[src/hdl/baud_defs.vh]
// Purpose: Constants for the serial bit-rate generator
// Assumes: 32-bit APB, byte addresses
// Notes:   Offsets, field positions, reset values, divisor tables
`ifndef BAUD_DEFS_VH
`define BAUD_DEFS_VH

// ----------------------------------------
// Register offsets
// ----------------------------------------
`define OFS_BAUD_RATE_SELECT 12'h000
`define OFS_FINE_PRESCALER 12'h004
`define OFS_RATE_CONTROL 12'h008
`define OFS_RATE_STATUS 12'h00C

// ----------------------------------------
// Field positions
// ----------------------------------------
`define POS_BREAK_LENGTH_ENABLE 6
`define POS_PRESCALE_SEL_HI 5
`define POS_PRESCALE_SEL_LO 4
`define POS_DIVISOR_SEL 0
`define POS_FINE_DIVISOR 5
`define POS_INSERTION 0
`define POS_MODULE_ENABLE 0

// ----------------------------------------
// Reset values
// ----------------------------------------
`define RST_BAUD_RATE_SELECT 8'h00
`define RST_FINE_PRESCALER 8'h00
`define RST_MODULE_ENABLE 1'b0

// ----------------------------------------
// Divisors and counts
// ----------------------------------------
`define FIRST_DIV_00 4'h1
`define FIRST_DIV_01 4'h3
`define FIRST_DIV_10 4'h4
`define FIRST_DIV_11 4'hD
`define FIXED_PRE_DIV 13'h0004
`define SAMPLES_PER_BIT 5'h10
`define INSERTION_FRAME 6'h20
`define BREAK_BITS_SHORT 4'hB
`define BREAK_BITS_LONG 4'hC

`endif

[src/hdl/fine_prescaler.v]
// Purpose: Fractional prescaler with clock insertion
// Assumes: Single clock, tick-style output
// Notes:   Bypass passes every enabled clock through
`timescale 1ns/1ps
`include "baud_defs.vh"
module fine_prescaler (
   // Clock and reset
   input wire pclk,
   input wire presetn,
   input wire clk_en,
   // Configuration
   input wire run,
   input wire [2:0] fine_prescale_divisor,
   input wire [4:0] clock_insertion_count,
   // Output
   output reg presc_tick
);

   reg [3:0] cyc_reg;
   reg [4:0] acc_reg;
   reg stretch_reg;
   wire bypass;
   wire [3:0] fine_divisor_value;
   wire [3:0] cycle_len;
   wire last;
   wire [5:0] acc_sum;

   assign bypass = (fine_prescale_divisor == 3'h0);
   // Divisor is field value plus one
   assign fine_divisor_value = {1'b0, fine_prescale_divisor} + 4'h1;
   // Extended output cycle lasts one extra input clock
   assign cycle_len = fine_divisor_value + {3'h0, stretch_reg};
   assign last = (cyc_reg >= cycle_len - 4'h1);
   assign acc_sum = {1'b0, acc_reg} + {1'b0, clock_insertion_count};

   always @(posedge pclk or negedge presetn) begin
      if (!presetn) begin
         cyc_reg <= 4'h0;
         acc_reg <= 5'h00;
         stretch_reg <= 1'b0;
         presc_tick <= 1'b0;
      end else if (clk_en) begin
         if (!run) begin
            cyc_reg <= 4'h0;
            acc_reg <= 5'h00;
            stretch_reg <= 1'b0;
            presc_tick <= 1'b0;
         end else if (bypass) begin
            // Insertion ignored, divide by one
            cyc_reg <= 4'h0;
            acc_reg <= 5'h00;
            stretch_reg <= 1'b0;
            presc_tick <= 1'b1;
         end else if (last) begin
            cyc_reg <= 4'h0;
            presc_tick <= 1'b1;
            // Accumulator carry spreads N extra clocks over 32 cycles
            acc_reg <= acc_sum[4:0];
            stretch_reg <= acc_sum[5];
         end else begin
            cyc_reg <= cyc_reg + 4'h1;
            presc_tick <= 1'b0;
         end
      end
   end

endmodule

[src/hdl/baud_rate_gen.v]
// Purpose: Bit-rate generator shared by serial receiver and transmitter
// Assumes: APB slave, pclk synchronous inputs, one clock domain
// Notes:   Stages are fine prescaler, fixed 4, first stage, power of two, x16
//
// Functional notes
// Break length 11 or 12 when enabled
// First stage divides 1, 3, 4, 13
// Power-of-two divisor from 1 to 128
// Fine divisor bypass or field plus one
// Software avoids bypass changes while enabled
// Insert N clocks per 32 output cycles
// Rate is bus over 64 times all divisors
// One rate clocks receiver and transmitter
// Reset clears all configuration fields
// Bypass ignores insertion, divides by one
// Inserted clocks spread across the frame
`timescale 1ns/1ps
`include "baud_defs.vh"
module baud_rate_gen (
   // Clock, reset, enable
   input wire pclk,
   input wire presetn,
   input wire clk_en,
   // APB slave
   input wire psel,
   input wire penable,
   input wire pwrite,
   input wire [11:0] paddr,
   input wire [31:0] pwdata,
   output reg [31:0] prdata,
   output wire pready,
   output wire pslverr,
   // Receiver character length, 1 selects nine-bit characters
   input wire char_length_sel,
   // Rate outputs to receiver and transmitter
   output reg sample_tick,
   output reg bit_tick,
   output reg [3:0] break_length
);

   // ----------------------------------------
   // Helpers
   // ----------------------------------------
   function [3:0] first_stage_divisor;
      input [1:0] sel;
      begin
         case (sel)
            2'b00: first_stage_divisor = `FIRST_DIV_00;
            2'b01: first_stage_divisor = `FIRST_DIV_01;
            2'b10: first_stage_divisor = `FIRST_DIV_10;
            default: first_stage_divisor = `FIRST_DIV_11;
         endcase
      end
   endfunction

   function [7:0] power_two_divisor;
      input [2:0] sel;
      begin
         power_two_divisor = 8'h01 << sel;
      end
   endfunction

   function valid_addr;
      input [11:0] a;
      begin
         valid_addr = (a == `OFS_BAUD_RATE_SELECT) || (a == `OFS_FINE_PRESCALER) ||
            (a == `OFS_RATE_CONTROL) || (a == `OFS_RATE_STATUS);
      end
   endfunction

   // ----------------------------------------
   // Registers
   // ----------------------------------------
   reg [7:0] baud_rate_select_reg;
   reg [7:0] fine_prescaler_control_reg;
   reg module_enable_reg;
   reg [12:0] stage_cnt_reg;
   reg [12:0] stage_cnt_next;
   reg [3:0] sample_cnt_reg;
   reg [3:0] sample_cnt_next;
   reg sample_fire;
   reg bit_fire;

   wire access;
   wire wr_en;
   wire break_length_enable;
   wire rate_prescale_select_hi;
   wire rate_prescale_select_lo;
   wire [2:0] rate_divisor_select;
   wire [2:0] fine_prescale_divisor;
   wire [4:0] clock_insertion_count;
   wire presc_tick;
   wire [12:0] stage_divisor;
   wire [31:0] read_mux;

   assign break_length_enable = baud_rate_select_reg[`POS_BREAK_LENGTH_ENABLE];
   assign rate_prescale_select_hi = baud_rate_select_reg[`POS_PRESCALE_SEL_HI];
   assign rate_prescale_select_lo = baud_rate_select_reg[`POS_PRESCALE_SEL_LO];
   assign rate_divisor_select = baud_rate_select_reg[`POS_DIVISOR_SEL +: 3];
   assign fine_prescale_divisor = fine_prescaler_control_reg[`POS_FINE_DIVISOR +: 3];
   assign clock_insertion_count = fine_prescaler_control_reg[`POS_INSERTION +: 5];

   // ----------------------------------------
   // APB slave
   // ----------------------------------------
   // Frozen block holds the bus off rather than drop a write
   assign pready = clk_en;
   assign access = psel && penable && clk_en;
   assign wr_en = access && pwrite && valid_addr(paddr);
   assign pslverr = psel && penable && !valid_addr(paddr);

   always @(posedge pclk or negedge presetn) begin
      if (!presetn) begin
         // Configuration cleared
         baud_rate_select_reg <= `RST_BAUD_RATE_SELECT;
         fine_prescaler_control_reg <= `RST_FINE_PRESCALER;
         module_enable_reg <= `RST_MODULE_ENABLE;
      end else if (wr_en) begin
         case (paddr)
            `OFS_BAUD_RATE_SELECT: begin
               baud_rate_select_reg <= {1'b0, pwdata[6:4], 1'b0, pwdata[2:0]};
            end
            `OFS_FINE_PRESCALER: begin
               // Bypass change while running may glitch
               fine_prescaler_control_reg <= pwdata[7:0];
            end
            `OFS_RATE_CONTROL: begin
               module_enable_reg <= pwdata[`POS_MODULE_ENABLE];
            end
            default: begin
               module_enable_reg <= module_enable_reg;
            end
         endcase
      end
   end

   assign read_mux =
      (paddr == `OFS_BAUD_RATE_SELECT) ? {24'h000000, baud_rate_select_reg} :
      (paddr == `OFS_FINE_PRESCALER) ? {24'h000000, fine_prescaler_control_reg} :
      (paddr == `OFS_RATE_CONTROL) ? {31'h0, module_enable_reg} :
      (paddr == `OFS_RATE_STATUS) ? {22'h0, break_length, sample_cnt_reg,
                                     (fine_prescale_divisor == 3'h0), module_enable_reg} :
      32'h00000000;

   // Read data registered at setup so it is stable through access
   always @(posedge pclk or negedge presetn) begin
      if (!presetn) begin
         prdata <= 32'h00000000;
      end else if (clk_en) begin
         if (psel && !penable && !pwrite) begin
            prdata <= read_mux;
         end
      end
   end

   // ----------------------------------------
   // Fine prescaler stage
   // ----------------------------------------
   fine_prescaler u_fine (
      .pclk(pclk),
      .presetn(presetn),
      .clk_en(clk_en),
      .run(module_enable_reg),
      .fine_prescale_divisor(fine_prescale_divisor),
      .clock_insertion_count(clock_insertion_count),
      .presc_tick(presc_tick)
   );

   // ----------------------------------------
   // Integer stages
   // ----------------------------------------
   // Fixed 4 times first stage times power of two; x16 below gives 64
   // Largest product is 6656, so 13 bits hold it without loss
   assign stage_divisor = `FIXED_PRE_DIV * {9'h0, first_stage_divisor({rate_prescale_select_hi,
      rate_prescale_select_lo})} * {5'h00, power_two_divisor(rate_divisor_select)};

   always @* begin
      stage_cnt_next = stage_cnt_reg;
      sample_cnt_next = sample_cnt_reg;
      sample_fire = 1'b0;
      bit_fire = 1'b0;
      if (!module_enable_reg) begin
         stage_cnt_next = 13'h0000;
         sample_cnt_next = 4'h0;
      end else if (presc_tick) begin
         // Compare with >= so a smaller divisor written mid-count recovers
         if (stage_cnt_reg >= stage_divisor - 13'h0001) begin
            stage_cnt_next = 13'h0000;
            sample_fire = 1'b1;
            sample_cnt_next = sample_cnt_reg + 4'h1;
            bit_fire = ({1'b0, sample_cnt_reg} == (`SAMPLES_PER_BIT - 5'h01));
         end else begin
            stage_cnt_next = stage_cnt_reg + 13'h0001;
         end
      end
   end

   always @(posedge pclk or negedge presetn) begin
      if (!presetn) begin
         stage_cnt_reg <= 13'h0000;
         sample_cnt_reg <= 4'h0;
         sample_tick <= 1'b0;
         bit_tick <= 1'b0;
      end else if (clk_en) begin
         stage_cnt_reg <= stage_cnt_next;
         sample_cnt_reg <= sample_cnt_next;
         // Same ticks drive both directions
         sample_tick <= sample_fire;
         bit_tick <= bit_fire;
      end
   end

   // ----------------------------------------
   // Break length selection
   // ----------------------------------------
   always @(posedge pclk or negedge presetn) begin
      if (!presetn) begin
         break_length <= 4'h0;
      end else if (clk_en) begin
         // Zero means normal operation
         if (!break_length_enable) begin
            break_length <= 4'h0;
         end else if (char_length_sel) begin
            break_length <= `BREAK_BITS_LONG;
         end else begin
            break_length <= `BREAK_BITS_SHORT;
         end
      end
   end

endmodule

[config.mk]
export PLATFORM = sky130hd
export DESIGN_NAME = baud_rate_gen
export DESIGN_NICKNAME = d
export VERILOG_FILES = /design/src/hdl/fine_prescaler.v /design/src/hdl/baud_rate_gen.v
export VERILOG_INCLUDE_DIRS = /design/src /design/src/hdl
export SDC_FILE = /design/constraint.sdc
export NUM_CORES = 1
export LEC_CHECK = 0
export BUFFER_PORTS_ARGS = -buffer_cell sky130_fd_sc_hd__buf_4
export CAP_MARGIN = 25
export CORE_MARGIN = 1
export CORE_UTILIZATION = 30
export CTS_BUF_LIST = sky130_fd_sc_hd__clkbuf_4
export CTS_CLUSTER_SIZE = 16
export DETAILED_ROUTE_END_ITERATION = 16
export PLACE_DENSITY_LB_ADDON = 0.25
export SLEW_MARGIN = 5
export SYNTH_ARGS = -nofsm -noshare
export SYNTH_HDL_FRONTEND = slang
export SYNTH_SLANG_ARGS = --single-unit
[constraint.sdc]
create_clock -name pclk -period 5.9 [get_ports pclk]
set_clock_uncertainty 0.15 [all_clocks]
set_input_delay 1.77 -clock pclk [delete_from_list [all_inputs] [get_ports pclk]]
set_output_delay 1.77 -clock pclk [all_outputs]
set_load 0.005 [all_outputs]
[Word level (Yosys, flattened, before mapping)]
Index checks and enable logic that the tools add are counted.
Storage, ports and cells
  register bits: 81
  bits of input ports: 51
  output and inout bits: 40
  logic and storage cells: 88
Operators by class
  add/sub/neg operators: 8
  multipliers: 1
  order comparisons: 2
  equality and inequality tests: 9
  shift-type cells: 1
  multiplexer cells: 31
  reduce and logical (&&, ||, !) cells: 23
Operator list (count)
  10-bit two-way mux: 4
  13-bit two-way mux: 3
  4-bit two-way mux: 7
  12-bit by 4-bit == test with 1-bit output (second input constant): 2
  5-bit two-way mux: 3
  13-bit by 1-bit adder with 13-bit output (second input constant): 1
  13-bit greater-or-equal comparator: 1
  13-bit by 1-bit subtractor with 13-bit output (second input constant): 1
  12-bit by 3-bit == test with 1-bit output (second input constant): 1
  12-bit logical NOT: 1
  1-bit two-way mux: 12
  4-bit case mux with 3 select lines: 1
  2-bit AND reduction: 6
  4-bit by 8-bit multiplier with 11-bit output: 1
  4-bit by 1-bit adder with 4-bit output (second input constant): 2
  1-bit by 3-bit left shift with 8-bit output (first input constant): 1
  1-bit logical AND: 7
  5-bit by 5-bit adder with 6-bit output: 1
  3-bit by 1-bit adder with 4-bit output (second input constant): 1
  4-bit by 1-bit adder with 4-bit output: 1
  4-bit == test (second input constant): 1
  4-bit greater-or-equal comparator: 1
  2-bit by 1-bit inequality test with 1-bit output (second input constant): 2
  4-bit by 1-bit subtractor with 4-bit output (second input constant): 1
  other kinds (9): 13

[Depth between registers and ports, before layout]
Gate-level depths: netlist of run 1.
  word-level depth: 8
  depth in mapped cells: 24
  gate-level depth less buffers: 21

[Modules after synthesis]
A second synthesis of run 1 with hierarchy kept.
Second synthesis, totals
  cell total of the unflattened synthesis: 478
  area, all modules: 4543.1 um^2
By module, submodules not included
  baud_rate_gen: times used 1, cells an instance 406, area an instance 3733.6 um^2, sequential area each 1176.1 um^2
  fine_prescaler: times used 1, cells an instance 72, area an instance 809.5 um^2, sequential area each 275.3 um^2

[Least setup slack after synthesis of run 1]
No wires, ideal clock.
  path kind: reg-to-reg
  from: register baud_rate_select_reg[1]
  to: register stage_cnt_reg[10]
  setup time: 0.121 ns
  data arrival time: 5.363 ns
  data required time: 5.629 ns
  path slack: 0.266 ns
  stages on the path, launching flop included: 21
  buffers on the path: 3
  period minus slack after synthesis: 5.634 ns
  cells stage by stage: dfrtp_1 -> clkbuf_1 -> or4_1 -> fa_1 -> fa_1 -> inv_1 -> fa_1 -> xor2_1 -> nor4b_4 -> or3b_4 -> nor3_2 -> xor2_1 -> ha_1 -> nand4_1 -> nor4_1 -> o31ai_1 -> o211ai_1 -> clkbuf_1 -> o21a_1 -> buf_2 -> nor2_1
Between the ends
  cells in the longest elaborated chain, start to end: 7
RTL lines
  start, declared: RTL line baud_rate_gen.v:74  | reg [7:0] baud_rate_select_reg;
  start signal, assigned: RTL line baud_rate_gen.v:115  | baud_rate_select_reg <= `RST_BAUD_RATE_SELECT;
  start signal, assigned: RTL line baud_rate_gen.v:121  | baud_rate_select_reg <= {1'b0, pwdata[6:4], 1'b0, pwdata[2:0]};
  1-bit by 3-bit left shift with 8-bit output: RTL line baud_rate_gen.v:59  | power_two_divisor = 8'h01 << sel;
  4-bit by 8-bit multiplier with 11-bit output (no line)
  13-bit by 1-bit subtractor with 13-bit output: RTL line baud_rate_gen.v:187  | if (stage_cnt_reg >= stage_divisor - 13'h0001) begin
  13-bit greater-or-equal comparator: RTL line baud_rate_gen.v:187
  13-bit two-way mux: RTL line baud_rate_gen.v:187
  13-bit two-way mux: RTL line baud_rate_gen.v:185  | end else if (presc_tick) begin
  13-bit two-way mux: RTL line baud_rate_gen.v:182  | if (!module_enable_reg) begin
  end signal, assigned: RTL line baud_rate_gen.v:205  | stage_cnt_reg <= stage_cnt_next;
  end, declared: RTL line baud_rate_gen.v:77  | reg [12:0] stage_cnt_reg;
No other way between the ends. The select of a mux whose other input is x is not followed.
A chain may end at the register's enable or synchronous reset.

[Worst setup path after layout of run 1]
  from: register baud_rate_select_reg[1]
  to: register sample_cnt_reg[0]
Between the ends
  cells in the longest elaborated chain, start to end: 6
RTL lines
  1-bit by 3-bit left shift with 8-bit output: RTL line baud_rate_gen.v:59
  4-bit by 8-bit multiplier with 11-bit output (no line)
  13-bit by 1-bit subtractor with 13-bit output: RTL line baud_rate_gen.v:187
  13-bit greater-or-equal comparator: RTL line baud_rate_gen.v:187
  2-bit by 1-bit inequality test with 1-bit output (no line)
  3-bit AND reduction (no line)
  end signal, assigned: RTL line baud_rate_gen.v:206  | sample_cnt_reg <= sample_cnt_next;
  end, declared: RTL line baud_rate_gen.v:79  | reg [3:0] sample_cnt_reg;
No other way between the ends.

==> results of run 1 <==
metal layers:
layer  GRT usage  wire (um)  up-vias
met2      0.2158       4709       71
met1      0.1781       4802     1716
li1            -          -     1723
met3     0.02964        351        5
met4     0.02511         49        0
met5           0          0        -
area by class of cell:
type | instances | area (sq um) | area share
inverters | 27 | 101.3 | 0.01929
clock inverters | 7 | 102.6 | 0.01953
flip-flops and latches | 58 | 1455 | 0.2770
clock buffers | 9 | 67.56 | 0.01286
well taps | 184 | 230.2 | 0.04382
multi-input cells | 369 | 2834 | 0.5394
repair buffers | 60 | 462.9 | 0.08812
worst reg2reg max path, delay by kind of cell (launching register included):
family,cells,cell delay (ps)
AO/OA/AOI/OAI,3,300
adder cells (fa/ha/maj),4,1810
XOR/XNOR,2,330
buffers and inverters,3,390
flip-flops,1,470
AND/OR/NAND/NOR,7,1870
multiplexers,1,190
cell families (layout without fill, tap and decap cells):
logic type | Yosys count | after routing | share of synthesized area
other | 1 | 22 | 0.0008286
DFF | 58 | 58 | 0.3207
and+or+nand+nor | 161 | 161 | 0.1910
AOI/OAI and AO/OA | 75 | 75 | 0.1134
buffers and inverters | 67 | 103 | 0.07575
muxes | 26 | 26 | 0.06829
adders and majority gates | 53 | 53 | 0.1681
xor gates and xnor gates | 32 | 32 | 0.06193
metrics by stage:
step                std cells  setup WS (ps)  utilization  total power, uW  cell area (sq um)
finish                    714          293.1       0.3588             1056               5254
floorplan                 494          266.2            -            612.0               4604
global placement          692          134.3       0.3422            697.5               5011
CTS                       708          44.14       0.3538             1062               5181
detailed placement        692          90.59       0.3422            702.6               5011
global route              714          5.707       0.3588             1124               5254
path summary, 6_finish.rpt:
| kind | start | endpoint | slack [ps] | cells past startpoint |
|---|---|---|---|---|
| setup reg to reg | baud_rate_select_reg[1] | sample_cnt_reg[0] | 290 | 20 |
| hold / removal | prdata[6] | prdata[6] | 360 | 2 |
| setup / recovery | baud_rate_select_reg[1] | sample_cnt_reg[0] | 290 | 20 |
| hold reg to reg | prdata[6] | prdata[6] | 360 | 2 |
| max in group asynchronous | presetn | baud_rate_select_reg[2] | 3800 | 1 |
| min in group asynchronous | presetn | stage_cnt_reg[8] | 1260 | 1 |
where the power goes:
| group | leakage [uW] | switching (uW) | internal [uW] |
|---|---|---|---|
| clock | 0.0000867 | 175 | 175 |
| combinational | 0.00173 | 125 | 128 |
| sequential | 0.000775 | 31.3 | 422 |
repair_timing:
action                     CTS  global route
setup endpoints to repair    0            19
gates resized for setup      0             7
buffers inserted             0             6
cell usage after synthesis (all sizes together) (2+ instances only):
library cell / count
xor2: 18
nand3: 17
ha: 40
a21o: 8
a32o: 2
and3: 6
o22a: 2
a31oi: 4
clkbuf: 14
nor4b: 2
inv: 27
a22o: 7
a211oi: 4
o31ai: 7
or2: 3
o21a: 2
nor3: 16
nor4: 8
nand4: 5
fa: 13
and4: 2
nor2b: 4
and2: 3
nand2b: 9
mux2i: 11
o2bb2ai: 2
nor2: 39
or2b: 2
buf: 26
o21ai: 18
nand2: 36
a21oi: 11
or3: 4
dfrtp: 58
xnor2: 14
mux2: 15
==> reports/results.txt, run 1 <==
Number of enable-type register cells in the synthesized netlist -> 0
Floorplan row count -> 44
Most common cell after layout, fill and taps aside -> sky130_fd_sc_hd__buf_4
Final count of hold timing violations -> 0
Kind of start point of the critical path -> flip-flop
Initial antenna violation count -> 0
Fin nets -> 629
Die Wd -> 124.8 um
Die area -> 15,580 sq um
Area Growth Syn to Fin -> 16.09%
Count of hold-fix buffers inserted at cts -> 0
TritonCTS clock tree -> done
Post-synth top area cell -> sky130_fd_sc_hd__dfrtp_1
Number of design-rule violations left by the first detailed-router iteration -> 156
Routed via count -> 3,515
Maximum clock path buffer count -> 2
Number of remaining DRC errors -> 8
Largest stage delay, worst path -> 540 ps
Largest net degree at the start of global routing -> 59
Static leakage -> 0.002591 uW
Total power divided by cell area -> 201.0 nW/um^2
Outcome -> finished with violations
FF+latch count, synth -> 58
Library cell used as clock root buffer -> sky130_fd_sc_hd__clkbuf_4
H-tree Lvls -> 3
Endpoints failing setup -> 0
Endpoint type of the worst setup path -> flip-flop
Count of buffer and inverter cells on the critical path -> 3
Cells taking the most area after synthesis -> sky130_fd_sc_hd__dfrtp_1 32%, sky130_fd_sc_hd__ha_1 11%, sky130_fd_sc_hd__fa_1 5.8%
Clock latency of the later-clocked register in the worst-skew pair -> 420 ps
Pre-antenna DRT Iters -> 10
Number of buffers added on ports -> 44
Transition time of the tightest slew-check pin -> 850.1 ps
Filler instances -> 1,524
DRT Wirelength -> 9913 um
Relative slew margins -> 0.4289
Die height -> 124.8 um
Final antenna-violating net count -> 0
Share of the yosys chip area belonging to registers -> 0.3207
Initial cell density of the core -> 0.3090
Max FFs per register -> 13
Maximum fanout count along the critical path -> 7
Fraction of layout cells with a size suffix above 1 -> 0.1943
Worst hold path type -> flip-flop to flip-flop
Clock sink count -> 58
Top library cells by usage in the layout, fill and taps aside -> 59 x sky130_fd_sc_hd__buf_4, 55 x sky130_fd_sc_hd__dfrtp_1, 40 x sky130_fd_sc_hd__ha_1, 39 x sky130_fd_sc_hd__nor2_1, 36 x sky130_fd_sc_hd__nand2_1
Syn_area_per_cell -> 9.568 sq um
Number of CTS-inserted buffers -> 9
Number of global-route vias before repair -> 3,411
Number of inserted diodes -> 0
Via count normalized by instance count -> 4.923
Floorplan core area -> 14,640 sq um
Unrepaired setup endpoints after global routing -> no
Hold Worst Slack -> 357.2 ps
Global route total overflow -> 0
Number of distinct library cells after synthesis -> 60
GP Congestion -> 0.8119
Achievable Freq -> 178.4 MHz
Wire length of the first global-routing pass -> 16,620 um
Total negative slack -> 0 ps
Clock period minus worst slack -> 5607 ps
Async set-or-reset flop fraction in the synthesized netlist -> 1.000
Number of I/O pins -> 91
Post-synth top flop -> sky130_fd_sc_hd__dfrtp_1
Total GRT Usage -> 0.1318
HPWL after detailed placement -> 7593 um
Violated checks -> design-rule violations
Critical path arrival -> 5750 ps
Clock transition at path regs -> 130 ps
Area of the mapped netlist -> 4526 sq um
Wirelength per Cell -> 13.88 um
Data required, critical path -> 6050 ps
Top cell by count, worst path -> sky130_fd_sc_hd__fa_1
Slowest library cell on the worst path -> sky130_fd_sc_hd__fa_1
Peak ir drop on the vdd network -> 158.5 uV
Cells along the critical path -> or2b_1 -> or2_2 -> fa_1 -> fa_1 -> inv_1 -> fa_1 -> xor2_1 -> nor4b_4 -> or3b_4 -> nor3_2 -> xor2_1 -> ha_1 -> nand4_1 -> nor4_2 -> o31ai_1 -> o211ai_1 -> buf_4 -> buf_4 -> mux2i_1 -> o21ai_1
Synth Instances -> 473
Type of the worst setup path -> flip-flop to flip-flop
Cell family with most CP delay -> simple AND/OR/NAND/NOR gates
Top cell type's share of synthesized area -> 0.3207
Final clock period utilization by the worst path -> 0.9503
Count of yosys warnings during synthesis -> 0
Count of final max-slew check failures -> 0
Number of max-cap violations -> 0
Note: power is estimated with default switching activity, not from simulation.
==> inputs of run 2 (changes only) <==
--- a/config.mk
+++ b/config.mk
@@ -17,4 +17,5 @@
 export SLEW_MARGIN = 5
 export SYNTH_ARGS = -nofsm -noshare
 export SYNTH_HDL_FRONTEND = slang
+export SYNTH_HIERARCHICAL = 1
 export SYNTH_SLANG_ARGS = --single-unit
==> run 2 against run 1 <==
The run now ends clean. Utilization is 1.1 points lower. Worst hold slack worse by 13 ps. Global-route usage is 0.28 points higher. Clock-buffer cell count is 2 higher. Via count is 0.91% lower. Sequential power is 2% higher. Combinational power is 19% lower. Largest cell class unchanged.
==> reports/results.txt, run 2 <==
Outcome -> completed
Post-synth top area cell -> sky130_fd_sc_hd__dfrtp_1
Endpoint type of the worst setup path -> flip-flop
Number of remaining DRC errors -> 0 (-8)
Area Growth Syn to Fin -> 11.95%
Static leakage -> 0.002459 uW (-5.1%)
Number of I/O pins -> 91 (unchanged)
Area of the mapped netlist -> 4543 sq um (+0.39%)
Global route total overflow -> 0 (unchanged)
Count of yosys warnings during synthesis -> 6 (+6)
Largest net degree at the start of global routing -> 59 (unchanged)
Number of design-rule violations left by the first detailed-router iteration -> 169 (+8.3%)
Number of max-cap violations -> 0 (unchanged)
Number of global-route vias before repair -> 3,586 (+5.1%)
Top library cells by usage in the layout, fill and taps aside -> 56 x sky130_fd_sc_hd__dfrtp_1, 48 x sky130_fd_sc_hd__buf_4, 47 x sky130_fd_sc_hd__nor2_1, 40 x sky130_fd_sc_hd__ha_1, 32 x sky130_fd_sc_hd__nand2_1
Final clock period utilization by the worst path -> 0.9420 (-0.008376)
Clock period minus worst slack -> 5558 ps (-49.42 ps)
Transition time of the tightest slew-check pin -> 767.6 ps (-82.51 ps)
Max FFs per register -> 13 (unchanged)
Number of distinct library cells after synthesis -> 63 (+5.0%)
Wire length of the first global-routing pass -> 16,990 um (+2.2%)
Die height -> 125.1 um (+0.19%)
Syn_area_per_cell -> 9.504 sq um (-0.66%)
Total GRT Usage -> 0.1346 (+0.002841)
Synth cell count leaders -> 58 x sky130_fd_sc_hd__dfrtp_1, 47 x sky130_fd_sc_hd__nor2_1, 40 x sky130_fd_sc_hd__ha_1, 32 x sky130_fd_sc_hd__nand2_1, 27 x sky130_fd_sc_hd__inv_1
Clock transition at path regs -> 90 ps (-40 ps)
Post-synth top flop -> sky130_fd_sc_hd__dfrtp_1
Filler instances -> 1,498 (-1.7%)
FF+latch count, synth -> 58 (unchanged)
Worst hold path type -> flip-flop to flip-flop
Cells taking the most area after synthesis -> sky130_fd_sc_hd__dfrtp_1 32%, sky130_fd_sc_hd__ha_1 11%, sky130_fd_sc_hd__fa_1 5.7%
Count of hold-fix buffers inserted at cts -> 0 (unchanged)
Post-CTS Setup Bufs -> 0 (unchanged)
TritonCTS clock tree -> done
Most frequent cell after synthesis -> sky130_fd_sc_hd__dfrtp_1
Peak ir drop on the vdd network -> 107.5 uV (-32%)
Die area -> 15,640 sq um (+0.39%)
Critical path arrival -> 5690 ps (-60 ps)
Final count of hold timing violations -> 0 (unchanged)
Via count normalized by instance count -> 4.926 (about the same)
Most common cell after layout, fill and taps aside -> sky130_fd_sc_hd__dfrtp_1
Floorplan row count -> 44 (unchanged)
Maximum clock path buffer count -> 2 (unchanged)
Total power divided by cell area -> 178.5 nW/um^2 (-11%)
Routed via count -> 3,483 (-0.91%)
Hold Worst Slack -> 343.8 ps (-13.39 ps)
Endpoints failing setup -> 0 (unchanged)
Kind of start point of the critical path -> flip-flop
Count of final max-slew check failures -> 0 (unchanged)
Relative slew margins -> 0.4882 (+0.05937)
Clock latency of the later-clocked register in the worst-skew pair -> 410 ps (about the same)
Number of enable-type register cells in the synthesized netlist -> 0 (unchanged)
Clock sink count -> 58 (unchanged)
GP Congestion -> 0.7991 (-1.6%)
Final antenna-violating net count -> 0 (unchanged)
Fraction of layout cells with a size suffix above 1 -> 0.1855 (-0.008871)
Async set-or-reset flop fraction in the synthesized netlist -> 1.000 (unchanged)
Floorplan core area -> 14,640 sq um (unchanged)
Maximum fanout count along the critical path -> 12 (+5)
Total negative slack -> 0 ps (unchanged)
DRT Wirelength -> 9978 um (+0.66%)
Achievable Freq -> 179.9 MHz (+0.89%)
Data required, critical path -> 6040 ps (about the same)
Fin nets -> 623 (-0.95%)
HPWL after detailed placement -> 7700 um (+1.4%)
Initial antenna violation count -> 0 (unchanged)
Pre-antenna DRT Iters -> 6 (-4)
Share of the yosys chip area belonging to registers -> 0.3195 (-0.001237)
Initial cell density of the core -> 0.3102 (+0.001196)
Number of CTS-inserted buffers -> 9 (unchanged)
Library cell used as clock root buffer -> sky130_fd_sc_hd__clkbuf_4
Type of the worst setup path -> flip-flop to flip-flop
Flip-flop and latch area -> 1454 sq um (about the same)
Wirelength per Cell -> 14.11 um (+1.7%)
Top cell type's share of synthesized area -> 0.3195 (-0.001237)
Unrepaired setup endpoints after global routing -> no
Number of buffers added on ports -> 44 (unchanged)
Cell depth of the worst flop-to-flop path -> 19 (-5.0%)
Number of inserted diodes -> 0 (unchanged)
Die Wd -> 125.1 um (+0.19%)
Number of cells on the worst hold path -> 2 (unchanged)
H-tree Lvls -> 3 (unchanged)
Synth Instances -> 478 (+1.1%)
Multi-input logic area -> 2838 sq um (+0.13%)
run 2: where the power goes:
| group | switching, uW | internal (uW) | leakage [uW] |
|---|---|---|---|
| Clock | 148 | 90.4 | 0.0000578 |
| Combinational | 117 | 88.6 | 0.00162 |
| Sequential | 37.1 | 426 | 0.000781 |
run 2: path summary, 6_finish.rpt:
| check | from | to | slack (ps) |
|---|---|---|---|
| worst max register to register | baud_rate_select_reg[2] | sample_cnt_reg[0] | 340 |
| min in group asynchronous | presetn | stage_cnt_reg[4] | 1270 |
| worst min-delay path | prdata[0] | prdata[0] | 340 |
| worst max-delay path | baud_rate_select_reg[2] | sample_cnt_reg[0] | 340 |
| worst min register to register | prdata[0] | prdata[0] | 340 |
| max in group asynchronous | presetn | baud_rate_select_reg[2] | 3770 |
run 2: metrics by stage:
step | instances | area, sq um | utilization | power, uW | worst slack [ps]
6_report | 707 | 5086 | 0.3473 | 907.9 | 342.5
5_1_grt | 707 | 5086 | 0.3473 | 969.8 | 4.383
4_1_cts | 707 | 5077 | 0.3467 | 925.2 | 84.34
3_5_place_dp | 692 | 4975 | 0.3397 | 678.0 | 128.6
3_3_place_gp | 692 | 4975 | 0.3397 | 668.6 | 253.5
2_1_floorplan | 499 | 4622 | - | 604.9 | 480.0
run 2: final cells by class:
class	count	area share
Multi-Input combinational cell	375	0.5579
Sequential cell	58	0.2859
Timing Repair Buffer	48	0.07085
Tap cell	184	0.04526
Inverter	27	0.01993
Clock buffer	11	0.01624
Clock inverter	4	0.003936
run 2: cell families (layout without fill, tap and decap cells):
family / count (synthesis) / in the layout / synth area share
AND/OR/NAND/NOR: 162 / 162 / 0.1862
AO/OA/AOI/OAI: 80 / 80 / 0.1281
buffers and inverters: 66 / 90 / 0.07463
flip-flops: 58 / 58 / 0.3195
adder cells (fa/ha/maj): 53 / 53 / 0.1674
XOR/XNOR: 33 / 33 / 0.06362
multiplexers: 25 / 25 / 0.05976
other: 1 / 22 / 0.0008254
run 2: critical path: stages, from the launching register on:
cell	delay, ps
sky130_fd_sc_hd__dfrtp_2	490
sky130_fd_sc_hd__nand2b_1	240
sky130_fd_sc_hd__or2_2	340
sky130_fd_sc_hd__fa_1	490
sky130_fd_sc_hd__fa_1	550
sky130_fd_sc_hd__inv_1	70
sky130_fd_sc_hd__fa_1	470
sky130_fd_sc_hd__a211oi_2	310
sky130_fd_sc_hd__nor2_1	90
sky130_fd_sc_hd__xor2_1	180
sky130_fd_sc_hd__nor4_2	330
sky130_fd_sc_hd__nand4_1	150
sky130_fd_sc_hd__xnor2_1	160
sky130_fd_sc_hd__ha_1	290
sky130_fd_sc_hd__and4_1	220
sky130_fd_sc_hd__nand4_1	100
sky130_fd_sc_hd__o211ai_1	280
sky130_fd_sc_hd__buf_4	250
sky130_fd_sc_hd__mux2i_1	200
sky130_fd_sc_hd__o21ai_0	90
run 2: what timing repair did:
item	4_1_cts	5_1_grt
gates resized for setup	0	4
endpoints found under the hold margin	0	0
setup endpoints to repair	0	19
run 2: metal layers:
layer,routed length [um],track usage
met1,4757,0.1688
met2,4775,0.2254
met3,324,0.03552
met4,120,0.04232
met5,0,0
==> inputs of run 3 (changes only) <==
--- a/config.mk
+++ b/config.mk
@@ -10,7 +10,6 @@
 export CAP_MARGIN = 25
 export CORE_MARGIN = 1
 export CORE_UTILIZATION = 30
-export CTS_BUF_LIST = sky130_fd_sc_hd__clkbuf_4
 export CTS_CLUSTER_SIZE = 16
 export DETAILED_ROUTE_END_ITERATION = 16
 export PLACE_DENSITY_LB_ADDON = 0.25
==> constraint.sdc (replaced) <==
create_clock -name pclk -period 6.7 [get_ports pclk]
set_clock_uncertainty 0.15 [all_clocks]
set_input_delay 2.01 -clock pclk [delete_from_list [all_inputs] [get_ports pclk]]
set_output_delay 2.01 -clock pclk [all_outputs]
set_load 0.005 [all_outputs]
==> run 3 against run 2 <==
First-iteration DRC count grew 36%. Global-route usage increased by 0.22 points. Cell area grew 3.7%. Final cell count shrank 0.28%. Non-clock buffer count down 3. Power increased by 19%. Sequential cell count is the same. Utilization up 1.3 points. Worst hold slack got worse by 19 ps. Sequential share of layout area decreased by 1.1 points. Via count down 0.86%. Clock-buffer cell count decreased by 1. Critical endpoint is now stage_cnt_reg[3].
==> reports/results.txt, run 3 (synthesis results as in run 2) <==
Peak ir drop on the vdd network -> 130.3 uV (+21%)
Critical path arrival -> 6040 ps (+350 ps)
Internal cell power -> 779.3 uW (+29%)
Number of inserted diodes -> 0 (unchanged)
Fin nets -> 620 (-0.48%)
Count of final max-slew check failures -> 0 (unchanged)
Achievable Freq -> 166.7 MHz (-7.3%)
Setup Slack @ Placement -> 746.6 ps (+618.1 ps)
Initial antenna violation count -> 0 (unchanged)
Maximum clock path buffer count -> 2 (unchanged)
Type of the worst setup path -> flip-flop to flip-flop
Wire length of the first global-routing pass -> 17,330 um (+2.0%)
Area Growth Syn to Fin -> 16.06%
Largest net degree at the start of global routing -> 59 (unchanged)
Total negative slack -> 0 ps (unchanged)
Total power divided by cell area -> 205.3 nW/um^2 (+15%)
Max FFs per register -> 13 (unchanged)
Die area -> 15,640 sq um (unchanged)
Clock latency of the later-clocked register in the worst-skew pair -> 330 ps (-80 ps)
Floorplan core area -> 14,640 sq um (unchanged)
Final antenna-violating net count -> 0 (unchanged)
Cells along the critical path -> nand2b_1 -> or2_2 -> fa_1 -> fa_1 -> inv_1 -> fa_1 -> a211oi_1 -> nor2_1 -> xor2_1 -> nor4_2 -> nand4_1 -> xnor2_1 -> ha_1 -> and4_1 -> nand4_1 -> o211ai_1 -> buf_4 -> o21a_1 -> nor2_1
Final count of hold timing violations -> 0 (unchanged)
Via count normalized by instance count -> 4.898 (-0.58%)
Unrepaired setup endpoints after global routing -> no
Pre-antenna DRT Iters -> 6 (unchanged)
Final std cell area, no fill -> 5273 sq um (+3.7%)
Gate power share -> 0.166 (-0.061)
Fraction of layout cells with a size suffix above 1 -> 0.1766 (-0.008885)
Die Wd -> 125.1 um (unchanged)
Cell depth of the worst flop-to-flop path -> 19 (unchanged)
Largest stage delay, worst path -> 590 ps (+40 ps)
Number of I/O pins -> 91 (unchanged)
DRT Wirelength -> 10,040 um (+0.64%)
Data required, critical path -> 6740 ps (+700 ps)
Number of cells on the worst hold path -> 2 (unchanged)
Final worst setup slack -> 701.7 ps (+359.2 ps)
Share of total power in sequential cells -> 0.376 (-0.134)
Final core occ -> 0.3600 (+0.01273)
Number of remaining DRC errors -> 0 (unchanged)
Top cell by count, worst path -> sky130_fd_sc_hd__fa_1
Filler instances -> 1,491 (-0.47%)
H-tree Lvls -> 3 (unchanged)
Post-place instance area -> 4952 sq um (-0.45%)
GP Congestion -> 0.7903 (-1.1%)
Transition time of the tightest slew-check pin -> 784.9 ps (+17.30 ps)
Die height -> 125.1 um (unchanged)
Hold Worst Slack -> 325.0 ps (-18.77 ps)
Final clock period utilization by the worst path -> 0.8953 (-0.04668)
Global route total overflow -> 0 (unchanged)
Post-CTS Setup Bufs -> 0 (unchanged)
Outcome -> completed
Maximum fanout count along the critical path -> 20 (+8)
Clock transition at path regs -> 60 ps (-30 ps)
Number of buffers added on ports -> 44 (unchanged)
Routed via count -> 3,453 (-0.86%)
Number of max-cap violations -> 0 (unchanged)
End point of the worst hold path -> prdata[0]
Flop-to-flop setup slack -> 700 ps (+360 ps)
Count of hold-fix buffers inserted at cts -> 0 (unchanged)
Static leakage -> 0.002534 uW (+3.1%)
Switching power share of the total -> 0.2802 (-0.05342)
Worst flop-to-flop path endpoint -> stage_cnt_reg[3]
Endpoints failing setup -> 0 (unchanged)
Reg-to-Reg Start -> baud_rate_select_reg[1]
Number of gates resized after cts -> 0 (unchanged)
Clock sink count -> 58 (unchanged)
Worst hold path type -> flip-flop to flip-flop
Initial cell density of the core -> 0.3102 (unchanged)
Slowest library cell on the worst path -> sky130_fd_sc_hd__dfrtp_1
Share of total power in the clock network -> 0.458 (+0.195)
Reported net switching power -> 303.4 uW (+0.16%)
Most common cell after layout, fill and taps aside -> sky130_fd_sc_hd__dfrtp_1
Endpoint type of the worst setup path -> flip-flop
Wirelength per Cell -> 14.24 um (+0.93%)
Library cell used as clock root buffer -> sky130_fd_sc_hd__clkbuf_16
HPWL after detailed placement -> 7610 um (-1.2%)
Clock period minus worst slack -> 5998 ps (+440.8 ps)
Number of CTS-inserted buffers -> 9 (unchanged)
TritonCTS clock tree -> done
Number of design-rule violations left by the first detailed-router iteration -> 230 (+36%)
Total GRT Usage -> 0.1368 (+0.002223)
Number of global-route vias before repair -> 3,603 (+0.47%)
Top library cells by usage in the layout, fill and taps aside -> 58 x sky130_fd_sc_hd__dfrtp_1, 47 x sky130_fd_sc_hd__nor2_1, 45 x sky130_fd_sc_hd__buf_4, 40 x sky130_fd_sc_hd__ha_1, 32 x sky130_fd_sc_hd__nand2_1
Relative slew margins -> 0.4767 (-0.01154)
Floorplan row count -> 44 (unchanged)
Kind of start point of the critical path -> flip-flop
Hold Startpoint -> prdata[0]
## run 3: worst max path at each step
stage	depth (start not counted)	end	start
6_report	19	stage_cnt_reg[3]	baud_rate_select_reg[1]
5_1_grt	19	stage_cnt_reg[8]	baud_rate_select_reg[1]
4_1_cts	19	stage_cnt_reg[3]	baud_rate_select_reg[1]
3_5_place_dp	19	stage_cnt_reg[3]	baud_rate_select_reg[1]
3_3_place_gp	19	stage_cnt_reg[3]	baud_rate_select_reg[1]
2_1_floorplan	20	sample_cnt_reg[0]	baud_rate_select_reg[2]
## run 3: per-stage QoR
stage               cells  power (uW)
global placement      689       588.9
CTS                   705        1097
global route          705        1141
detailed placement    689       594.4
floorplan             499       532.6
finish                705        1083
## run 3: worst max-delay path: cells and delay by family, from the launching register on
kind            cells  cell delay, ps
fa+ha+maj           4            1780
simple gates        8            1670
compound gates      3            1020
flops               1             590
xor+xnor            2             350
buf+inv             2             310
## run 3: power by group through the flow
stage / clock, uW / sequential [uW] / combinational, uW
after floorplan: 0 / 405 / 128
after global placement: 0 / 413 / 176
after detailed placement: 0 / 413 / 181
after CTS: 509 / 407 / 181
after global routing: 525 / 412 / 203
final: 496 / 407 / 179
## run 3: final cells by class
type / count / area (sq um) / area share
inverters: 27 / 101.3 / 0.01922
repair buffers: 45 / 337.8 / 0.06407
clock buffers: 10 / 229.0 / 0.04343
flip-flops and latches: 58 / 1451 / 0.2753
clock inverters: 6 / 91.34 / 0.01732
multi-input cells: 375 / 2831 / 0.5370
well taps: 184 / 230.2 / 0.04366
## run 3: routing by layer
metal | track usage | vias up | routed length (um)
met5 | 0 | - | 0
met4 | 0.02798 | 0 | 87
met3 | 0.03979 | 6 | 324
met2 | 0.2297 | 54 | 4725
met1 | 0.1744 | 1675 | 4905
li1 | - | 1718 | -
